### src/shared/sfs_pkg.sv
package sfs_pkg;
    localparam int CLK_HZ = 100_000_000;
    localparam int OFF_TIME_MS = 100;
    localparam int OFF_CYCLES = OFF_TIME_MS * (CLK_HZ / 1000);
    localparam int TMR_W = 24;
    localparam int N_OUT = 5;
    localparam int N_BUCK = 3;
    localparam logic [4:0] OC_RUN = 5'h10;

    localparam logic [7:0] ADDR_STATUS = 8'h00;
    localparam logic [7:0] ADDR_OV_MASK = 8'h01;
    localparam logic [7:0] ADDR_UV_MASK = 8'h02;
    localparam logic [7:0] ADDR_OV_FLAG = 8'h03;
    localparam logic [7:0] ADDR_UV_FLAG = 8'h04;
    localparam logic [7:0] ADDR_OUT_FAULT = 8'h05;
    localparam logic [7:0] ADDR_OC = 8'h06;
    localparam logic [7:0] ADDR_OC_MASK = 8'h07;
    localparam logic [7:0] ADDR_OVW_MASK = 8'h08;
    localparam logic [7:0] ADDR_SHDN = 8'h09;
    localparam logic [7:0] ADDR_SCALE = 8'h0A;

    localparam int ST_SYS_LIVE = 0;
    localparam int ST_SYS_STAT = 1;
    localparam int ST_WARN_LIVE = 2;
    localparam int ST_WARN_STAT = 3;
    localparam int ST_OVW = 4;
    localparam int ST_OVSD = 5;
    localparam int SHDN_DIS_BIT = 0;
    localparam int OC_PEND_LSB = 4;
    localparam int SCALE_ACT_BIT = 7;

    localparam logic [4:0] OUT_MASK_RST = 5'h1F;
    localparam logic [2:0] OC_MASK_RST = 3'h7;
    localparam logic OVW_MASK_RST = 1'b1;
    localparam logic SHDN_DIS_RST = 1'b0;
    localparam logic [2:0] SCALE_RST = 3'h0;

    typedef enum logic [3:0] {
        SFS_RESET = 4'h1,
        SFS_START = 4'h2,
        SFS_ACTIVE = 4'h4,
        SFS_FAULT = 4'h8
    } sfs_state_e;
endpackage

### src/hdl/sfs_supervisor.sv
// Behaviour
// - Bus scaling entry honoured only while the factory scaling enable bit is 1.
// - Scaling active when the written request field is not 000, the enable bit is 1 and the state is active.
// - Bus enabled only above lockout; strap picks the 2.6V or 3.5V comparator.
// - Outputs stay off until the input rises above the monitor level.
// - Dropping below monitor level above lockout does not shut outputs.
// - Monitor comparison shown live on a low-active pin and a status bit.
// - Below monitor level raises a latched interrupt unless NVM mask; status read clears.
// - Warning level shown live on status bit and low-active pin.
// - Below warning level raises a latched interrupt unless masked; status read clears.
// - Each fault source except overvoltage warn has a live flag independent of its mask.
// - Mask gates fault bit except for overvoltage warn; any set fault bit pulls the interrupt low.
// - Fault bit clears only after condition gone and host read it.
// - Below lockout: reset state, outputs off, reset out low.
// - Above first overvoltage level: interrupt raised, outputs stay on.
// - Overvoltage warn status live when its mask is 0, latched when 1.
// - Above shutdown overvoltage: reset state, outputs off, bus still usable.
// - Falling below shutdown overvoltage restarts from sequence start.
// - Output fault shutdown only with both masks 0 and global disable 0.
// - Enabled output fault: all off 100ms, then sequence start again.
// - All fault masks reset masked; live output flags kept regardless.
// - Any output over/undervoltage drives reset out low.
// - Buck current at 80% over 17 switching cycles sets flag and unmasked interrupt.
`timescale 1ns/10ps
module sfs_supervisor #(
    parameter int OFF_CYC = sfs_pkg::OFF_CYCLES
) (
    input wire logic clock_i,
    input wire logic rst_n_i,
    input wire logic analog_input_supply_lockout_lo_i,
    input wire logic analog_input_supply_lockout_hi_i,
    input wire logic system_monitor_level_i,
    input wire logic input_warning_level_i,
    input wire logic input_overvoltage_warn_level_i,
    input wire logic input_overvoltage_shutdown_level_i,
    input wire logic [sfs_pkg::N_OUT-1:0] out_ov_i,
    input wire logic [sfs_pkg::N_OUT-1:0] out_uv_i,
    input wire logic [sfs_pkg::N_BUCK-1:0] buck_oc80_i,
    input wire logic [sfs_pkg::N_BUCK-1:0] buck_sw_cycle_i,
    input wire logic lockout_level_select_i,
    input wire logic scaling_by_bus_enable_i,
    input wire logic system_monitor_level_irq_mask_i,
    input wire logic warn_irq_mask_i,
    input wire logic reg_wr_i,
    input wire logic reg_rd_i,
    input wire logic [7:0] reg_addr_i,
    input wire logic [7:0] reg_wdata_i,
    output logic [7:0] reg_rdata_o,
    output logic interrupt_out_n_o,
    output logic system_reset_out_n_o,
    output logic outputs_on_o,
    output logic seq_start_o,
    output logic bus_enable_o,
    output logic system_monitor_level_pin_n_o,
    output logic warn_pin_n_o,
    output logic scaling_active_o
);
    import sfs_pkg::*;

    localparam int NS = 6 + 2 * N_OUT + 2 * N_BUCK;

    function automatic logic hit(input logic s, input logic [7:0] a, input logic [7:0] r);
        hit = s && (a == r);
    endfunction

    logic [NS-1:0] raw, s1, s2, s3, filt;
    logic level_reg;
    logic lk_ok, sys_above, warn_above, ovw_live, ovsd;
    logic [N_OUT-1:0] ov_live, uv_live;
    logic [N_BUCK-1:0] oc80, sw_cyc, sw_d, oc_flag;
    logic [N_OUT-1:0] ov_mask_reg, uv_mask_reg, out_pend_reg;
    logic [N_BUCK-1:0] oc_mask_reg, oc_pend_reg;
    logic ovw_mask_reg, shdn_dis_reg, ovw_lat_reg;
    logic sys_pend_reg, warn_pend_reg;
    logic [2:0] scale_reg;
    logic sd_fault, sys_set, warn_set;
    logic [TMR_W-1:0] tmr_reg;
    logic [7:0] rd_next;
    sfs_state_e st;

    assign raw = {buck_sw_cycle_i, buck_oc80_i, out_uv_i, out_ov_i,
                  input_overvoltage_shutdown_level_i, input_overvoltage_warn_level_i,
                  input_warning_level_i, system_monitor_level_i,
                  analog_input_supply_lockout_hi_i, analog_input_supply_lockout_lo_i};

    // Third stage only confirms; a change is taken once two stages agree
    always_ff @(posedge clock_i)
    begin
        if (!rst_n_i)
        begin
            s1 <= '0;
            s2 <= '0;
            s3 <= '0;
            filt <= '0;
        end
        else
        begin
            s1 <= raw;
            s2 <= s1;
            s3 <= s2;
            filt <= (~(s2 ^ s3) & s3) | ((s2 ^ s3) & filt);
        end
    end

    // Factory strap caught while reset is held
    always_ff @(posedge clock_i)
    begin
        if (!rst_n_i)
            level_reg <= lockout_level_select_i;
    end

    assign lk_ok = level_reg ? filt[1] : filt[0];
    assign sys_above = filt[2];
    assign warn_above = filt[3];
    assign ovw_live = filt[4];
    assign ovsd = filt[5];
    assign ov_live = filt[6 +: N_OUT];
    assign uv_live = filt[6 + N_OUT +: N_OUT];
    assign oc80 = filt[6 + 2 * N_OUT +: N_BUCK];
    assign sw_cyc = filt[6 + 2 * N_OUT + N_BUCK +: N_BUCK];

    // Software-written configuration
    always_ff @(posedge clock_i)
    begin
        if (!rst_n_i)
        begin
            ov_mask_reg <= OUT_MASK_RST;
            uv_mask_reg <= OUT_MASK_RST;
            oc_mask_reg <= OC_MASK_RST;
            ovw_mask_reg <= OVW_MASK_RST;
            shdn_dis_reg <= SHDN_DIS_RST;
            scale_reg <= SCALE_RST;
        end
        else if (reg_wr_i)
        begin
            if (reg_addr_i == ADDR_OV_MASK)
                ov_mask_reg <= reg_wdata_i[N_OUT-1:0];
            if (reg_addr_i == ADDR_UV_MASK)
                uv_mask_reg <= reg_wdata_i[N_OUT-1:0];
            if (reg_addr_i == ADDR_OC_MASK)
                oc_mask_reg <= reg_wdata_i[N_BUCK-1:0];
            if (reg_addr_i == ADDR_OVW_MASK)
                ovw_mask_reg <= reg_wdata_i[0];
            if (reg_addr_i == ADDR_SHDN)
                shdn_dis_reg <= reg_wdata_i[SHDN_DIS_BIT];
            if (reg_addr_i == ADDR_SCALE)
                scale_reg <= reg_wdata_i[2:0];
        end
    end

    // Run of switching cycles at 80% current, saturating just past the limit
    always_ff @(posedge clock_i)
    begin
        if (!rst_n_i)
            sw_d <= '0;
        else
            sw_d <= sw_cyc;
    end

    genvar gi;
    generate
        for (gi = 0; gi < N_BUCK; gi++)
        begin : g_oc
            logic [4:0] run_reg;
            always_ff @(posedge clock_i)
            begin
                if (!rst_n_i || !oc80[gi])
                    run_reg <= '0;
                else if (sw_cyc[gi] && !sw_d[gi] && run_reg <= OC_RUN)
                    run_reg <= run_reg + 5'h01;
            end
            assign oc_flag[gi] = run_reg > OC_RUN;
        end
    endgenerate

    assign sys_set = !sys_above && !system_monitor_level_irq_mask_i;
    assign warn_set = !warn_above && !warn_irq_mask_i;

    // Sticky fault bits: a present condition re-sets in the same cycle as a read
    always_ff @(posedge clock_i)
    begin
        if (!rst_n_i)
        begin
            sys_pend_reg <= 1'b0;
            warn_pend_reg <= 1'b0;
            ovw_lat_reg <= 1'b0;
            out_pend_reg <= '0;
            oc_pend_reg <= '0;
        end
        else
        begin
            sys_pend_reg <= sys_set | (sys_pend_reg & ~hit(reg_rd_i, reg_addr_i, ADDR_STATUS));
            warn_pend_reg <= warn_set | (warn_pend_reg & ~hit(reg_rd_i, reg_addr_i, ADDR_STATUS));
            ovw_lat_reg <= ovw_live | (ovw_lat_reg & ~hit(reg_rd_i, reg_addr_i, ADDR_STATUS));
            out_pend_reg <= ((ov_live & ~ov_mask_reg) | (uv_live & ~uv_mask_reg))
                | (out_pend_reg & {N_OUT{~hit(reg_rd_i, reg_addr_i, ADDR_OUT_FAULT)}});
            oc_pend_reg <= (oc_flag & ~oc_mask_reg)
                | (oc_pend_reg & {N_BUCK{~hit(reg_rd_i, reg_addr_i, ADDR_OC)}});
        end
    end

    // An output fault shuts down only when both its masks are clear and the global disable is 0
    assign sd_fault = !shdn_dis_reg && |((ov_live | uv_live) & ~ov_mask_reg & ~uv_mask_reg);

    always_ff @(posedge clock_i)
    begin
        if (!rst_n_i)
            st <= SFS_RESET;
        else if (!lk_ok)
            st <= SFS_RESET;
        else if (ovsd)
            st <= SFS_RESET;
        else
        begin
            unique case (st)
                SFS_RESET:
                    if (sys_above)
                        st <= SFS_START;
                SFS_START:
                    st <= SFS_ACTIVE;
                SFS_ACTIVE:
                    if (sd_fault)
                        st <= SFS_FAULT;
                SFS_FAULT:
                    if (tmr_reg == TMR_W'(OFF_CYC - 1))
                        st <= SFS_START;
                default:
                    st <= SFS_RESET;
            endcase
        end
    end

    always_ff @(posedge clock_i)
    begin
        if (!rst_n_i || st != SFS_FAULT)
            tmr_reg <= '0;
        else
            tmr_reg <= tmr_reg + TMR_W'(1);
    end

    always_comb
    begin
        rd_next = 8'h00;
        unique case (reg_addr_i)
            ADDR_STATUS:
            begin
                rd_next[ST_SYS_LIVE] = sys_above;
                rd_next[ST_SYS_STAT] = sys_pend_reg;
                rd_next[ST_WARN_LIVE] = warn_above;
                rd_next[ST_WARN_STAT] = warn_pend_reg;
                rd_next[ST_OVW] = ovw_mask_reg ? ovw_lat_reg : ovw_live;
                rd_next[ST_OVSD] = ovsd;
            end
            ADDR_OV_MASK: rd_next[N_OUT-1:0] = ov_mask_reg;
            ADDR_UV_MASK: rd_next[N_OUT-1:0] = uv_mask_reg;
            ADDR_OV_FLAG: rd_next[N_OUT-1:0] = ov_live;
            ADDR_UV_FLAG: rd_next[N_OUT-1:0] = uv_live;
            ADDR_OUT_FAULT: rd_next[N_OUT-1:0] = out_pend_reg;
            ADDR_OC:
            begin
                rd_next[N_BUCK-1:0] = oc_flag;
                rd_next[OC_PEND_LSB +: N_BUCK] = oc_pend_reg;
            end
            ADDR_OC_MASK: rd_next[N_BUCK-1:0] = oc_mask_reg;
            ADDR_OVW_MASK: rd_next[0] = ovw_mask_reg;
            ADDR_SHDN: rd_next[SHDN_DIS_BIT] = shdn_dis_reg;
            ADDR_SCALE:
            begin
                rd_next[2:0] = scale_reg;
                rd_next[SCALE_ACT_BIT] = scaling_active_o;
            end
            default: rd_next = 8'h00;
        endcase
    end

    always_ff @(posedge clock_i)
    begin
        if (!rst_n_i)
        begin
            reg_rdata_o <= 8'h00;
            interrupt_out_n_o <= 1'b1;
            system_reset_out_n_o <= 1'b0;
            outputs_on_o <= 1'b0;
            seq_start_o <= 1'b0;
            bus_enable_o <= 1'b0;
            system_monitor_level_pin_n_o <= 1'b0;
            warn_pin_n_o <= 1'b0;
            scaling_active_o <= 1'b0;
        end
        else
        begin
            if (reg_rd_i)
                reg_rdata_o <= rd_next;
            interrupt_out_n_o <= ~(sys_pend_reg | warn_pend_reg | ovw_lat_reg
                | (|out_pend_reg) | (|oc_pend_reg));
            system_reset_out_n_o <= (st == SFS_ACTIVE) && !(|(ov_live | uv_live));
            outputs_on_o <= st == SFS_ACTIVE;
            seq_start_o <= st == SFS_START;
            bus_enable_o <= lk_ok;
            system_monitor_level_pin_n_o <= sys_above;
            warn_pin_n_o <= warn_above;
            scaling_active_o <= scaling_by_bus_enable_i && scale_reg != 3'h0 && st == SFS_ACTIVE;
        end
    end
endmodule

### config.mk
export PLATFORM = sky130hd
export DESIGN_NAME = sfs_supervisor
export DESIGN_NICKNAME = d
export VERILOG_FILES = /design/src/shared/sfs_pkg.sv /design/src/hdl/sfs_supervisor.sv
export SDC_FILE = /design/constraint.sdc
export NUM_CORES = 1
export LEC_CHECK = 0
export BUFFER_PORTS_ARGS = -buffer_cell sky130_fd_sc_hd__buf_2
export CAP_MARGIN = 5
export CORE_UTILIZATION = 45
export DETAILED_ROUTE_END_ITERATION = 10
export PLACE_DENSITY = 0.67
export SLEW_MARGIN = 5
export SYNTH_ARGS = -nofsm -noshare
export SYNTH_HDL_FRONTEND = slang
export SYNTH_SLANG_ARGS = --single-unit
export TNS_END_PERCENT = 50
### constraint.sdc
create_clock -name clock_i -period 2.4 [get_ports clock_i]
set_clock_uncertainty 0.15 [all_clocks]
set_input_delay 0.48 -clock clock_i [delete_from_list [all_inputs] [get_ports clock_i]]
set_output_delay 0.48 -clock clock_i [all_outputs]
set_load 0.005 [all_outputs]
=== Word-level counts from Yosys, hierarchy flattened ===
Cells that the tools add are included.

* Output and inout port bits: 16
* Word-level logic and storage cells: 154
* Bits in registers: 180
* Bits of input ports: 46

* Equality and inequality tests: 19
* $lt $le $gt $ge: 6
* Bitwise gates (word level): 35
* Add/subtract/negate cells: 4
* Multiplexer cells: 13
* Reductions and logical operators: 46

{| class="wikitable"
|+ Operators by type and width
! kind !! number
|-
| $and A22 B22 Y22 || 2
|-
| $eq A8 B3 Y1 const B || 4
|-
| $and A5 B5 Y5 || 5
|-
| $add A24 B1 Y24 const B || 1
|-
| $eq A24 B24 Y1 const B || 1
|-
| $eq A8 B4 Y1 const B || 3
|-
| $not A22 Y22 || 1
|-
| $or A22 B22 Y22 || 1
|-
| $xor A22 B22 Y22 || 1
|-
| $pmux W2 S9 || 1
|-
| $eq A8 B2 Y1 const B || 2
|-
| $pmux W4 S4 || 1
|-
| $add A5 B1 Y5 const B || 3
|-
| $gt A5 B5 Y1 const B || 3
|-
| $le A5 B5 Y1 const B || 3
|-
| $logic_and A1 B1 Y1 || 15
|-
| $or A5 B5 Y5 || 3
|-
| $reduce_or A5 Y1 || 3
|-
| $logic_not A1 Y1 || 13
|-
| $mux W4 || 3
|-
| $reduce_and A2 Y1 || 6
|-
| $pmux W1 S11 || 1
|-
| $not A5 Y5 || 2
|-
| $eq A8 B1 Y1 const B || 1
|-
| other kinds (21) || 44
|}

=== Logic depth before layout (Yosys ltp) ===
* Word-level depth: 7
* Gate-level depth with buffers: 6
* Mapped depth without buffers: 6

=== Worst setup path before layout ===
No wires, ideal clock.

* Kind: input to register
* From: input port reg_addr_i[5]
* To: register reg_rdata_o[1]
* Setup slack: 0.322 ns
* Stages: 5
* Buffers on the path: 1
* Required time: 2.171 ns
* Setup time: 0.079 ns
* Arrival: 1.849 ns
* Path through: or4_1 clkbuf_1 or4_1 a31o_1 o211ai_1

* Cells in the longest elaborated chain, start to end: 2
* Elaborated cells on any way between the ends: 10
* Classes of those cells: eq/ne (8); mux (1); reduce/logical (1)

{| class="wikitable"
|+ RTL lines
! element !! line !! RTL
|-
| start, declared || sfs_supervisor.sv:46 || <nowiki>input wire logic [7:0] reg_addr_i,</nowiki>
|-
| $eq A8 B4 Y1, or another cell as far along || sfs_supervisor.sv:244 || <nowiki>unique case (reg_addr_i)</nowiki>
|-
| $pmux W2 S9 (*) || sfs_supervisor.sv:244 ||
|-
| end signal, assigned || sfs_supervisor.sv:293 || <nowiki>reg_rdata_o <= rd_next;</nowiki>
|-
| end, declared || sfs_supervisor.sv:48 || <nowiki>output logic [7:0] reg_rdata_o,</nowiki>
|}

Mark *: on every way between the ends. The rest lies on a longest branch, timed or not.
A chain may end at the register's enable or synchronous reset.

=== Worst setup path in the final report ===
* From: register tmr_reg[0]
* To: register tmr_reg[18]

* Cells in the longest elaborated chain, start to end: 1

{| class="wikitable"
|+ RTL lines
! element !! line !! RTL
|-
| start, declared || sfs_supervisor.sv:77 || <nowiki>logic [TMR_W-1:0] tmr_reg;</nowiki>
|-
| start signal, assigned || sfs_supervisor.sv:238 || <nowiki>tmr_reg <= tmr_reg + TMR_W'(1);</nowiki>
|-
| $add A24 B1 Y24 || sfs_supervisor.sv:238 ||
|}

No other way between the ends.

==> summary.txt <==
run status: finished clean
initial detailed-routing violation count: 294
Worst-Skew Late Latency: 0.43 ns
Switching Fraction: 22.4%
row count: 45
TritonCTS buffer count: 17
H-tree levels: 4
Yosys reg bits: 180
core box area: 0.0151 mm^2
Post-Route Setup TNS: 0 ns
worst reg2reg path depth: 5
Slew Limit Fails: 0
Post-synth EDFFs: 1
post-CTS sizing: 0
commonest non-fill, non-tap cells in the layout: dfxtp_1, and2_1, nand2_1, nor2_1, buf_2
Diodes inserted: 0
number of nets in the layout: 847
CTS tree: yes
clock slew at reported path FFs: 0.07 ns
kind of critical path: flip-flop to flip-flop
largest net degree at the start of global routing: 99
Die Area: 0.0160 mm^2
Arrival @ worst endpoint: 2.41 ns
Leak: 3.20 nW
final WL: 15.2 mm
CP required: 2.60 ns
via/cell ratio: 5.46
layout cells sized above 1: 16.1%
share of total power in the clock network: 45.1%
most common cell after layout, fill and taps aside: dfxtp_1
Comb pwr share: 3.4%
Crit Path Max Fanout: 7
gp weighted congestion: 0.903
clock sink count: 180
Chip Width: 127 um
Final setup viols: 0
total track usage: 19.7%
reg2reg start: tmr_reg[0]$_SDFF_PP0_
first-pass GRT wire length: 24.9 mm
drt drc: 0
fmax: 452 MHz
period utilisation layout: 92.2%
Mapped Avg Cell Area: 9.48 um^2
clk root buf: clkbuf_16
min-delay src: lockout_level_select_i
Mapped Area: 0.00698 mm^2
Clock Tree Buf Depth: 2
synth warn: 0
grt total ovfl: 0
unrepaired setup endpoints after global routing: no
IO Pins: 62
Hold Fails Final Rpt: 0
initial antenna violation count: 0
Period minus WS final: 2.21 ns
pwr/cell area: 738 mW/mm^2
Cells after Synth: 736
post-detail-place hpwl: 10.7 mm
ys async rst share: 0%
Antenna Nets Post-Route: 0
type of origin of the critical path: flip-flop
sequential share of the synthesized area: 51.8%
post-synth cell types: 64
CP endpoint kind: flip-flop
vias in the first global route: 5,249
Die Y: 127 um
Wirelength per Cell: 15.3 um
Initial Utilization: 46.1%
IR drop worst, VDD: 0.479 mV
post-CTS setup repair buffer count: 0
Max-Cap Viols: 0
Pint: 4.62 mW
Core Util, Final: 53.2%
Main synth FF type: dfxtp_1
Area Growth Syn to Fin: 15.5%
Worst-Margin Slew: 0.698 ns
worst setup path startpoint: tmr_reg[0]$_SDFF_PP0_
Net Switching: 1.33 mW
max_slew headroom: 53.4%
DR vias: 5,436
reg2reg setup slack: 0.19 ns
DRT Pass-1 Iters: 6
Syn Nets: 789
hold path cells: 1
worst hold path type: primary input to flip-flop
number of hold buffers added after cts: 0
port bufs: 58
Reg power frac: 51.5%
[worst max-delay path, cell delays in order (launching register included)]
cell and delay (ns):
dfxtp_1 0.37, ha_1 0.28, nand4_4 0.14, or4_1 0.67
or3_1 0.39, a21oi_1 0.13
[metal layers]
layer / wire length (um) / up-vias / global-route usage [%]
li1: - / 2688 / -
met1: 7170 / 2589 / 25.6
met2: 7060 / 130 / 32.2
met3: 685 / 29 / 3.92
met4: 314 / 0 / 8.43
met5: 0 / - / 0
[synthesized netlist by cell type, types with 5 or more instances]
cell,count,share of area [%]
dfxtp_1,179,51
and2_1,72,6.5
nand2_1,62,3.3
nor2_1,62,3.3
a21oi_1,40,2.9
o21ai_0,35,2.5
clkbuf_1,26,1.4
mux2i_1,26,3.7
inv_1,24,1.3
nand3_1,19,1.4
nand4_1,14,1.3
xor2_1,13,1.6
xnor2_1,11,1.4
nor4_1,9,0.81
a31oi_1,8,0.72
nor2b_1,8,0.72
ha_1,7,1.3
mux2_2,7,1.1
a211oi_1,6,0.65
a222oi_1,6,0.86
or2_2,6,0.54
or3_1,6,0.54
a32oi_1,5,0.63
and3_1,5,0.45
and4_1,5,0.63
nand2b_1,5,0.45
nor3_1,5,0.36
[area by class of cell]
type / count / area (um^2)
clock inverter: 11 / 87.6
multi-input combinational: 500 / 3150
inverter: 25 / 93.8
timing repair buffer: 70 / 393
clock buffer: 21 / 492
sequential: 180 / 3610
tap: 188 / 235
fill: 1326 / 7080
[through the flow]
| stage | setup WS (ns) | hold WS (ns) | area [um^2] | instances | total power, mW |
|---|---|---|---|---|---|
| 6_report | 0.186 | 0.0728 | 8060 | 995 | 5.95 |
| 5_1_grt | 0.0492 | 0.0739 | 8060 | 995 | 6.14 |
| 4_1_cts | 0.177 | 0.0596 | 8060 | 995 | 6.00 |
| 3_3_place_gp | 0.159 | 0.265 | 7480 | 963 | 3.33 |
| 2_1_floorplan | 0.322 | 0.262 | 6980 | 736 | 3.24 |
| 3_5_place_dp | 0.149 | 0.268 | 7480 | 963 | 3.33 |
[power groups by stage]
stage	combinational, mW	sequential, mW	clock (mW)
2_1_floorplan	0.116	3.13	0
4_1_cts	0.201	3.07	2.73
3_5_place_dp	0.199	3.13	0
3_3_place_gp	0.195	3.13	0
6_report	0.200	3.07	2.68
5_1_grt	0.221	3.07	2.85
[final timing paths]
kind | endpoint
hold / removal | level_reg$_DFFE_PN_
hold reg to reg | s2[12]$_SDFF_PN0_
setup reg to reg | tmr_reg[18]$_SDFF_PP0_
setup / recovery | tmr_reg[18]$_SDFF_PP0_
[cell families (layout without fill, tap and decap cells)]
kind of cell             count (synthesis)  after routing  share of synthesized area (%)
flip-flops                             180            180                           51.8
multiplexers                            33             33                           4.86
AND/OR/NAND/NOR                        308            308                           24.3
buffers and inverters                   56            127                           3.19
adder cells (fa/ha/maj)                  7              7                           1.25
XOR/XNOR                                24             24                           3.01
AO/OA/AOI/OAI                          128            128                           11.7
(Power assumes the default switching activity.)
